<file path="config.mk">
export PLATFORM = sky130hd
export DESIGN_NAME = lvg_top
export DESIGN_NICKNAME = d
export VERILOG_FILES = /design/src/lvg_pkg.sv /design/src/lvg_top.sv /design/src/lvg_debounce.sv
export SDC_FILE = /design/constraint.sdc
export NUM_CORES = 1
export LEC_CHECK = 0
export BUFFER_PORTS_ARGS = -buffer_cell sky130_fd_sc_hd__buf_2
export CORE_UTILIZATION = 55
export CTS_CLUSTER_DIAMETER = 80
export DETAILED_ROUTE_END_ITERATION = 8
export GPL_TIMING_DRIVEN = 0
export PLACE_DENSITY = 0.77
export SLEW_MARGIN = 20
export SYNTH_ARGS = -nofsm -noshare
export SYNTH_HDL_FRONTEND = slang
export SYNTH_SLANG_ARGS = --single-unit
</file>
<file path="constraint.sdc">
create_clock -name pclk -period 4.8 [get_ports pclk]
set_clock_uncertainty 0.1 [all_clocks]
set_input_delay 0.72 -clock pclk [delete_from_list [all_inputs] [get_ports pclk]]
set_output_delay 0.72 -clock pclk [all_outputs]
set_load 0.05 [all_outputs]
</file>
<file path="src/lvg_pkg.sv">
/*
 * package for the low-voltage pin control block: register indices,
 * field positions, reset values and debounce timing.
 * assumes a 25 MHz apb clock and 32-bit apb data.
 */
package lvg_pkg;
    localparam int unsigned CLK_HZ = 25000000;
    localparam int unsigned NUM_PINS = 3;
    // register indices as printed; byte address is four times the index
    localparam logic [7:0] IDX_PIN0 = 8'h21;
    localparam logic [7:0] IDX_PIN1 = 8'h22;
    localparam logic [7:0] IDX_PIN2 = 8'h23;
    localparam logic [7:0] IDX_IRQ_STATUS = 8'h30;
    localparam logic [7:0] IDX_IRQ_MASK = 8'h31;
    localparam int unsigned REG_W = 24;
    // field positions
    localparam int unsigned B_DIR = 0;
    localparam int unsigned B_DIN = 1;
    localparam int unsigned B_DOUT = 2;
    localparam int unsigned B_SCHMITT = 3;
    localparam int unsigned B_DBNC_LO = 4;
    localparam int unsigned B_DBNC_HI = 5;
    localparam int unsigned B_INT_LO = 6;
    localparam int unsigned B_INT_HI = 7;
    localparam int unsigned B_KEEPER = 8;
    localparam int unsigned B_OD = 9;
    localparam int unsigned B_DRIVE = 10;
    localparam int unsigned B_PULL_EN = 11;
    localparam int unsigned B_PULL_LO = 12;
    localparam int unsigned B_PULL_HI = 13;
    localparam int unsigned B_SLEW_LO = 14;
    localparam int unsigned B_SLEW_HI = 15;
    // writable bits 15..0, upper bits 23..16 read zero, din is read only
    localparam logic [23:0] WR_MASK = 24'h00fffd;
    localparam logic [23:0] CTRL_RESET = 24'h003808;
    // interrupt selections
    localparam logic [1:0] INT_NONE = 2'h0;
    localparam logic [1:0] INT_FALL = 2'h1;
    localparam logic [1:0] INT_RISE = 2'h2;
    localparam logic [1:0] INT_BOTH = 2'h3;
    // debounce times in ms and their cycle counts
    localparam int unsigned DBNC1_MS = 10;
    localparam int unsigned DBNC2_MS = 20;
    localparam int unsigned DBNC3_MS = 30;
    localparam int unsigned DBNC1_CYC = DBNC1_MS * (CLK_HZ / 1000);
    localparam int unsigned DBNC2_CYC = DBNC2_MS * (CLK_HZ / 1000);
    localparam int unsigned DBNC3_CYC = DBNC3_MS * (CLK_HZ / 1000);
    localparam int unsigned CNT_W = 20;
endpackage

</file>
<file path="src/lvg_top.sv">
/*
 * apb slave holding the control registers of three low-voltage pins,
 * the pin drivers, pad setting outputs, debounce and edge interrupts.
 * assumes pins arrive asynchronously and pads decode the setting outputs.
 */
`timescale 1ns/1ps
`default_nettype none
module lvg_top
    import lvg_pkg::*;
#(
    parameter int unsigned T1 = DBNC1_CYC,
    parameter int unsigned T2 = DBNC2_CYC,
    parameter int unsigned T3 = DBNC3_CYC
) (
    input wire logic pclk,
    input wire logic presetn,
    input wire logic psel,
    input wire logic penable,
    input wire logic pwrite,
    input wire logic [11:0] paddr,
    input wire logic [31:0] pwdata,
    input wire logic [3:0] pstrb,
    output logic [31:0] prdata,
    output logic pready,
    output logic pslverr,
    input wire logic [2:0] lv_pin_in,
    output logic [2:0] lv_pin_out,
    output logic [2:0] lv_pin_oe,
    output logic [2:0] schmitt_select,
    output logic [2:0] keeper_enable,
    output logic [2:0] opendrain_enable,
    output logic [2:0] drive_strength_select,
    output logic [2:0] pull_enable,
    output logic [5:0] pull_select,
    output logic [5:0] slew_select,
    output logic irq
);
    logic [REG_W-1:0] ctrl [NUM_PINS];
    logic [2:0] sync1;
    logic [2:0] sync2;
    logic [2:0] filt;
    logic [2:0] filt_d;
    logic [2:0] edge_ev;
    logic [2:0] irq_status;
    logic [2:0] irq_mask;
    logic [7:0] idx;
    logic wr_en;
    logic rd_en;
    logic hit;
    logic [31:0] next_prdata;
    logic [REG_W-1:0] wmask;
    logic [2:0] rise_ev;
    logic [2:0] fall_ev;
    logic [2:0] sel_pin;
    logic sel_status;
    logic sel_mask;
    logic status_wr;
    logic mask_wr;
    logic access;
    logic [2:0] pending;
    logic [2:0] next_irq_status;
    logic [2:0] next_pin_out;
    logic [2:0] next_pin_oe;

    // din reads back although the bus never stores it
    localparam logic [REG_W-1:0] RD_MASK = WR_MASK | (REG_W'(1) << B_DIN);
    // an undriven pin idles at the default pull level, so the flops start there
    localparam logic IDLE_LEVEL = CTRL_RESET[B_PULL_HI];

    assign idx = paddr[9:2];
    // an access cycle not yet answered; registers act on this edge
    assign access = psel && penable && !pready;
    assign wr_en = access && pwrite;
    assign rd_en = access && !pwrite;
    assign hit = (idx == IDX_PIN0) || (idx == IDX_PIN1) || (idx == IDX_PIN2)
                 || (idx == IDX_IRQ_STATUS) || (idx == IDX_IRQ_MASK);
    // one select per register keeps the write processes short
    assign sel_status = (idx == IDX_IRQ_STATUS);
    assign sel_mask = (idx == IDX_IRQ_MASK);
    // status and mask live in lane 0 only
    assign status_wr = wr_en && sel_status && pstrb[0];
    assign mask_wr = wr_en && sel_mask && pstrb[0];
    // unmasked events feed the interrupt flop
    assign pending = irq_status & irq_mask;
    // byte enables gate the writable mask lane by lane
    assign wmask = WR_MASK & {{8{pstrb[2]}}, {8{pstrb[1]}}, {8{pstrb[0]}}};

    // first synchroniser stage; nothing but the second stage reads it
    always_ff @(posedge pclk or negedge presetn) begin
        if (!presetn) begin
            sync1 <= {NUM_PINS{IDLE_LEVEL}};
        end else begin
            sync1 <= lv_pin_in;
        end
    end

    // second stage, the only view of the pins that the logic gets
    always_ff @(posedge pclk or negedge presetn) begin
        if (!presetn) begin
            sync2 <= {NUM_PINS{IDLE_LEVEL}};
        end else begin
            sync2 <= sync1;
        end
    end

    genvar g;
    generate
        for (g = 0; g < NUM_PINS; g++) begin : g_pin
            // register select for this pin
            assign sel_pin[g] = (idx == IDX_PIN0 + 8'(g));

            lvg_debounce #(
                .T1(T1),
                .T2(T2),
                .T3(T3)
            ) u_dbnc (
                .pclk(pclk),
                .presetn(presetn),
                .sync_in(sync2[g]),
                .sel(ctrl[g][B_DBNC_HI:B_DBNC_LO]),
                .level(filt[g])
            );

            // edges of the filtered level, both kinds kept apart
            assign rise_ev[g] = !filt_d[g] && filt[g];
            assign fall_ev[g] = filt_d[g] && !filt[g];

            // interrupt kind picks which edges raise an event
            always_comb begin
                unique case (ctrl[g][B_INT_HI:B_INT_LO])
                    INT_NONE: edge_ev[g] = 1'b0;
                    INT_FALL: edge_ev[g] = fall_ev[g];
                    INT_RISE: edge_ev[g] = rise_ev[g];
                    INT_BOTH: edge_ev[g] = rise_ev[g] || fall_ev[g];
                endcase
            end

            // control register; din is hardware-owned and never stored by a write
            always_ff @(posedge pclk or negedge presetn) begin
                if (!presetn) begin
                    ctrl[g] <= CTRL_RESET;
                end else begin
                    if (wr_en && sel_pin[g]) begin
                        ctrl[g] <= (ctrl[g] & ~wmask) | (pwdata[REG_W-1:0] & wmask);
                    end
                    ctrl[g][B_DIN] <= filt[g];
                end
            end

            // open drain only ever pulls low, else releases
            always_comb begin
                if (ctrl[g][B_OD]) begin
                    next_pin_out[g] = 1'b0;
                    next_pin_oe[g] = ctrl[g][B_DIR] && !ctrl[g][B_DOUT];
                end else begin
                    next_pin_out[g] = ctrl[g][B_DOUT];
                    next_pin_oe[g] = ctrl[g][B_DIR];
                end
            end

            // pin drive level, straight from a flop
            always_ff @(posedge pclk or negedge presetn) begin
                if (!presetn) begin
                    lv_pin_out[g] <= CTRL_RESET[B_DOUT];
                end else begin
                    lv_pin_out[g] <= next_pin_out[g];
                end
            end

            // pin drive enable; lags the register write by one cycle
            always_ff @(posedge pclk or negedge presetn) begin
                if (!presetn) begin
                    lv_pin_oe[g] <= CTRL_RESET[B_DIR];
                end else begin
                    lv_pin_oe[g] <= next_pin_oe[g];
                end
            end

            // receiver type
            always_ff @(posedge pclk or negedge presetn) begin
                if (!presetn) begin
                    schmitt_select[g] <= CTRL_RESET[B_SCHMITT];
                end else begin
                    schmitt_select[g] <= ctrl[g][B_SCHMITT];
                end
            end

            // pad keeper
            always_ff @(posedge pclk or negedge presetn) begin
                if (!presetn) begin
                    keeper_enable[g] <= CTRL_RESET[B_KEEPER];
                end else begin
                    keeper_enable[g] <= ctrl[g][B_KEEPER];
                end
            end

            // output stage kind for the pad
            always_ff @(posedge pclk or negedge presetn) begin
                if (!presetn) begin
                    opendrain_enable[g] <= CTRL_RESET[B_OD];
                end else begin
                    opendrain_enable[g] <= ctrl[g][B_OD];
                end
            end

            // drive strength
            always_ff @(posedge pclk or negedge presetn) begin
                if (!presetn) begin
                    drive_strength_select[g] <= CTRL_RESET[B_DRIVE];
                end else begin
                    drive_strength_select[g] <= ctrl[g][B_DRIVE];
                end
            end

            // pull resistor on or off
            always_ff @(posedge pclk or negedge presetn) begin
                if (!presetn) begin
                    pull_enable[g] <= CTRL_RESET[B_PULL_EN];
                end else begin
                    pull_enable[g] <= ctrl[g][B_PULL_EN];
                end
            end

            // pull direction and strength, high bit means up
            always_ff @(posedge pclk or negedge presetn) begin
                if (!presetn) begin
                    pull_select[2*g +: 2] <= CTRL_RESET[B_PULL_HI:B_PULL_LO];
                end else begin
                    pull_select[2*g +: 2] <= ctrl[g][B_PULL_HI:B_PULL_LO];
                end
            end

            // output slew
            always_ff @(posedge pclk or negedge presetn) begin
                if (!presetn) begin
                    slew_select[2*g +: 2] <= CTRL_RESET[B_SLEW_HI:B_SLEW_LO];
                end else begin
                    slew_select[2*g +: 2] <= ctrl[g][B_SLEW_HI:B_SLEW_LO];
                end
            end
        end
    endgenerate

    // previous filtered level for the edge detectors
    always_ff @(posedge pclk or negedge presetn) begin
        if (!presetn) begin
            filt_d <= {NUM_PINS{IDLE_LEVEL}}; // no false edge once the pins settle
        end else begin
            filt_d <= filt;
        end
    end

    // new edges are or-ed in after the write-one clear, so the set wins
    always_comb begin
        next_irq_status = irq_status | edge_ev;
        if (status_wr) begin
            next_irq_status = (irq_status & ~pwdata[2:0]) | edge_ev;
        end
    end

    // sticky status bits
    always_ff @(posedge pclk or negedge presetn) begin
        if (!presetn) begin
            irq_status <= 3'h0;
        end else begin
            irq_status <= next_irq_status;
        end
    end

    // interrupt mask, one enables the bit
    always_ff @(posedge pclk or negedge presetn) begin
        if (!presetn) begin
            irq_mask <= 3'h0;
        end else if (mask_wr) begin
            irq_mask <= pwdata[2:0];
        end
    end

    // level interrupt, registered so it lags status by one cycle
    always_ff @(posedge pclk or negedge presetn) begin
        if (!presetn) begin
            irq <= 1'b0;
        end else begin
            irq <= |pending;
        end
    end

    // read mux; upper bits always zero
    always_comb begin
        next_prdata = 32'h0;
        unique case (idx)
            IDX_PIN0: next_prdata = {8'h0, ctrl[0] & RD_MASK};
            IDX_PIN1: next_prdata = {8'h0, ctrl[1] & RD_MASK};
            IDX_PIN2: next_prdata = {8'h0, ctrl[2] & RD_MASK};
            IDX_IRQ_STATUS: next_prdata = {29'h0, irq_status};
            IDX_IRQ_MASK: next_prdata = {29'h0, irq_mask};
            default: next_prdata = 32'h0;
        endcase
    end

    // one wait state: pready rises the cycle after the access phase begins,
    // a cycle of latency traded for answer signals straight from flops
    always_ff @(posedge pclk or negedge presetn) begin
        if (!presetn) begin
            pready <= 1'b0;
        end else begin
            pready <= access;
        end
    end

    // error flag rides with pready on an unmapped index
    always_ff @(posedge pclk or negedge presetn) begin
        if (!presetn) begin
            pslverr <= 1'b0;
        end else begin
            pslverr <= access && !hit;
        end
    end

    // read data stands only with pready, zero otherwise
    always_ff @(posedge pclk or negedge presetn) begin
        if (!presetn) begin
            prdata <= 32'h0;
        end else begin
            prdata <= rd_en ? next_prdata : 32'h0;
        end
    end
endmodule
`default_nettype wire

</file>
<file path="src/lvg_debounce.sv">
/*
 * one-pin debounce filter with selectable settling time.
 * assumes its input is already synchronised to pclk.
 */
`timescale 1ns/1ps
`default_nettype none
module lvg_debounce
    import lvg_pkg::*;
#(
    parameter int unsigned T1 = DBNC1_CYC,
    parameter int unsigned T2 = DBNC2_CYC,
    parameter int unsigned T3 = DBNC3_CYC
) (
    input wire logic pclk,
    input wire logic presetn,
    input wire logic sync_in,
    input wire logic [1:0] sel,
    output logic level
);
    logic [CNT_W-1:0] count;
    logic [CNT_W-1:0] limit;

    // settle time for the chosen setting
    always_comb begin
        unique case (sel)
            2'h0: limit = '0;
            2'h1: limit = CNT_W'(T1 - 1);
            2'h2: limit = CNT_W'(T2 - 1);
            2'h3: limit = CNT_W'(T3 - 1);
        endcase
    end

    // level follows only after the input has held steady for the whole time
    always_ff @(posedge pclk or negedge presetn) begin
        if (!presetn) begin
            count <= '0;
            level <= CTRL_RESET[B_PULL_HI]; // idle pin reads high under the default pull
        end else if (sel == 2'h0 || sync_in == level) begin
            count <= '0;
            level <= sync_in;
        end else if (count >= limit) begin
            count <= '0;
            level <= sync_in;
        end else begin
            count <= count + CNT_W'(1);
        end
    end
endmodule
`default_nettype wire

</file>
# --- Yosys cells after proc, flatten, opt, wreduce, memory -nomap -nowiden ---
# Index checks and enable logic that the tools add are counted.
word_totals:
  ff_bits: 218
  latch_bits: 0
  ramBits: 0
  mem_bits_ro: 0
  input_bits: 56
  output_inout_bits: 68
  wordCells: 173
  mem_count: 0
op_classes:
  add_sub_neg: 3
  mul: 0
  div: 0
  order_cmp: 3
  eq_ne: 26
  n_shift: 0
  muxes: 27
  bitwise: 13
  reduce_logical: 53
op_table:
  columns: ["op", "count"]
  rows:
  - ["$pmux W20 S4", 3]
  - ["$mux W20", 6]
  - ["$pmux W16 S5", 1]
  - ["$and A24 B24 Y24", 3]
  - ["$or A24 B24 Y24", 3]
  - ["$add A20 B1 Y20 const B", 3]
  - ["$ge A20 B20 Y1", 3]
  - ["$eq A8 B6 Y1 const B", 5]
  - ["$and A24 B16 Y24", 1]
  - ["$eq A2 B2 Y1 const B", 12]
  - ["$not A16 Y24", 1]
  - ["$logic_and A1 B1 Y1", 21]
  - ["$mux W16", 1]
  - ["$eq A2 B1 Y1 const B", 6]
  - ["$logic_not A1 Y1", 12]
  - ["$logic_not A2 Y1", 6]
  - ["$mux W1", 12]
  - ["$pmux W1 S4", 3]
  - ["$logic_or A1 B1 Y1", 10]
  - ["$and A3 B3 Y3", 2]
  - ["$or A3 B3 Y3", 2]
  - ["$reduce_bool A2 Y1", 3]
  - ["$eq A1 B1 Y1", 3]
  - ["$mux W3", 1]
  - ["other kinds (2)", 2]

# --- Longest topological paths before layout ---
logic_depth:
  depth_word: 7
  mapped_depth: 11
  ltp_nobuf: 10

# --- Hierarchy ---
# A second synthesis with hierarchy kept.
unflattened:
  hier_cells: 758
  area_unflattened_um2: 8908.5
by_module_without_submodules:
  columns: ["module", "n_inst", "cells_per_inst", "area_each_um2", "seq_area_each_um2"]
  rows:
  - ["lvg_top", 1, 316, 4677.0, 2919.0]
  - ["lvg_debounce at g_pin[2].u_dbnc", 1, 147, 1420.1, 526.8]
  - ["lvg_debounce at g_pin[1].u_dbnc", 1, 149, 1408.9, 526.8]
  - ["lvg_debounce at g_pin[0].u_dbnc", 1, 146, 1402.6, 526.8]

# --- Worst setup path after synthesis ---
# OpenSTA, ideal clock, no wires.
synth_path:
  path_kind: "register to register"
  start: "register with a tool-made name"
  end: "register g_pin[2].u_dbnc.level"
  setup_time_ps: 82
  arrival_ps: 2543
  required_time_ps: 4618
  setup_slack_ps: 2075
  path_stages_with_launch: 11
  path_buffers: 0
  synth_period_minus_slack_ps: 2725
  cell_sequence: "dfrtp_1 inv_1 ha_1 inv_1 o21ai_0 ha_1 nand2_1 or3_2 o32a_1 nand3_2 mux2_4"
synth_lines:
  columns: ["element", "line", "source"]
  rows:
  - ["to (signal assigned)", "lvg_debounce.sv:37", "level <= CTRL_RESET[B_PULL_HI];"]
  - ["to (signal assigned)", "lvg_debounce.sv:40", "level <= sync_in;"]
  - ["to (signal assigned)", "lvg_debounce.sv:43", "level <= sync_in;"]
  - ["to (decl)", "lvg_debounce.sv:18", "output logic level"]

==> results.toml <==
[global_route]
grt_start_max_net_pins = 76
grt_pass1_wl_um = 28400
gr-total-overflow = 0
grt.total_usage = 0.219
grt_pass1_vias = 5759
antenna_found_initial = 0

[worst_setup_path]
reg2reg_depth = 10
path_depth = 10
critPathKind = "reg -> reg"
path_cells = "inv_1 -> ha_1 -> inv_1 -> o21ai_0 -> ha_1 -> nand2_1 -> or3_2 -> o32a_1 -> nand3_2 -> mux2_4"
worstPathMaxFanout = 7
cpPeakStageDelay_ns = 0.47
endpoint_kind = "register"
cp.required_ns = 5.06
crit_buf_inv = 2
critPathLaunchType = "register"
slowest_stage = "dfrtp_1"
arrival_ns = 3.35
critPathTopFamily = "adder cells"

[floorplanning]
die_y_um = 129
num_rows = 46
initial_utilization = 0.562
ios = 124
die_area_um2 = 16700
die_width_um = 129
coreArea_um2 = 15800

[logic_synthesis]
synth_top_area_share = 0.400
synth-main-ff-cell = "dfrtp_1"
yosysTopAreaCell = "dfrtp_1"
ys_seq_elements = 178
synth_area_um2 = 8890
synthCells = 766
synth-edff-count = 0
yosys.cell_types.count = 68
synth-async-reset-ratio = 1.00
synth.area.top_cells = "dfrtp_1, dfstp_2, ha_1"
yosysWarnings = 0
yosysSeqAreaShare = 0.506
avgSynthCellArea_um2 = 11.6

[detailed_routing]
wirelength_um = 17100
wl_met3_um = 530
met2WireLength_um = 8320
route.detailed.drc = 0
drt_iter0_markers = 274
wl_met1_um = 7890
drtAntennaViolNets = 0
routed_via_density = 5.30
vias = 5919
first_pass_iters = 4
highest_layer = "met4"
routedWlPerCell_um = 15.3

[sta]
final-hold-violation-count = 0
finalSetupTns_ns = 0
timing.fmax_mhz = 323
final.min_clock_period_ns = 3.09
slew_headroom = 0.492
drv_slew = 0
setup_viol = 0
worst-slew-pin-transition_ns = 0.762
rsz0062_at_grt = "false"
min_period_over_period = 0.644

[placement]
io_buffer_count = 85
dp_hpwl_um = 12300
place_congestion = 0.819

[final_layout]
final_nets = 1014
drive_gt1_frac = 0.301
n_fill_cell = 1214
n_antenna_cell = 0
syn2layout_area_growth_pct = 15.9
final_util = 0.651

[job]
drv_cap = 0

[power]
peakVddDrop_v = 0.000300
power_density_nw_per_um2 = 298
p_leak_nw = 4.90

[clock_network]
cts_num_sinks = 178
h-tree-depth = 4
path_clk_slew_ns = 0.07
cts-resized-gates = 0
clkLatencyLatePin_ns = 0.43
cts_setup_buffers = 0
cts-root-buf = "clkbuf_16"
cts_buffers = 17
cts_hold_buf = 0
tritoncts = "done"
clock_path_buffers = 2

[min_path]
worstHoldPathType = "in -> async"

[outcome]
outcome = "finished clean"
-- layout by cell type (no fill, tap or decap), types with 5 or more instances in the layout --
master and count:
inv_8 5, nand3_1 24, nor2_1 96, o21ai_0 12
mux2_2 65, inv_1 44, ha_1 71, xor2_1 19
buf_2 90, and4_1 7, nand4_1 16, conb_1 16
nor3_1 14, dfrtp_1 142, and3_1 8, nand2_1 29
a21oi_1 16, nor4_1 5, dfstp_2 36, nor2b_1 8
a22oi_1 16, xnor2_1 37, clkbuf_16 17, buf_4 18
-- final timing paths --
kind / startpoint / end / slack (ns)
hold / removal: presetn / g_pin[2].u_dbnc.count[9] / 0.04
setup / recovery: register / g_pin[2].u_dbnc.level / 1.71
hold reg to reg: sync1[0] / sync2[0] / 0.26
min in group pclk: sync1[0] / sync2[0] / 0.26
max in group asynchronous: presetn / asynchronous set/reset pin / 3.53
setup reg to reg: register / g_pin[2].u_dbnc.level / 1.71
-- layer usage --
layer	track usage	vias to the layer above
li1	-	2886
met1	0.297	2874
met2	0.354	126
met3	0.0372	33
met4	0.0789	0
met5	0	-
-- cell type report --
cell class                      count  area [um^2]  area share
Multi-Input combinational cell    528         4070       0.395
Sequential cell                   178         4500       0.437
Tap cell                          216          270      0.0262
Clock buffer                       18          439      0.0426
Inverter                           44          165      0.0160
Clock inverter                     14          161      0.0157
Buffer                             31          214      0.0208
Timing Repair Buffer               87          490      0.0476
-- per-stage QoR --
step / setup slack [ns] / total power, mW / instance area, um^2 / hold WS (ns) / cells
2_1_floorplan: 2.07 / 1.64 / 8940 / 0.245 / 781
3_3_place_gp: 0.223 / 1.71 / 9640 / 0.246 / 1082
3_5_place_dp: 1.72 / 1.72 / 9710 / 0.247 / 1084
4_1_cts: 1.70 / 3.10 / 10300 / 0.0447 / 1116
5_1_grt: 1.60 / 3.17 / 10300 / 0.0571 / 1116
6_report: 1.71 / 3.08 / 10300 / 0.0428 / 1116
-- power by group --
| part | total, mW | switching [mW] | internal [mW] |
|---|---|---|---|
| combinational | 0.159 | 0.108 | 0.0511 |
| clock | 1.39 | 0.630 | 0.756 |
| sequential | 1.53 | 0.0105 | 1.52 |
| total | 3.08 | 0.748 | 2.33 |
-- cells in the mapped netlist (5+ instances only) --
library cell,instances
dfrtp_1,142
nor2_1,96
ha_1,71
mux2_2,65
inv_1,44
xnor2_1,37
dfstp_2,36
nand2_1,29
nand3_1,24
xor2_1,19
buf_4,18
a21oi_1,16
a22oi_1,16
nand4_1,16
nor3_1,14
o21ai_0,12
and3_1,8
nor2b_1,8
and4_1,7
buf_2,6
nor4_1,5
-- logic make-up (layout without fill, tap and decap cells) --
kind of cell / after synthesis / in the layout / synth area share
AO/OA/AOI/OAI: 73 / 73 / 0.0591
XOR/XNOR: 56 / 56 / 0.0552
adder cells (fa/ha/maj): 71 / 71 / 0.0999
buffers and inverters: 75 / 194 / 0.0427
flip-flops: 178 / 178 / 0.506
multiplexers: 71 / 71 / 0.0899
other: 1 / 16 / 0.000422
AND/OR/NAND/NOR: 241 / 241 / 0.147
Power figures use the tool's default switching activity.
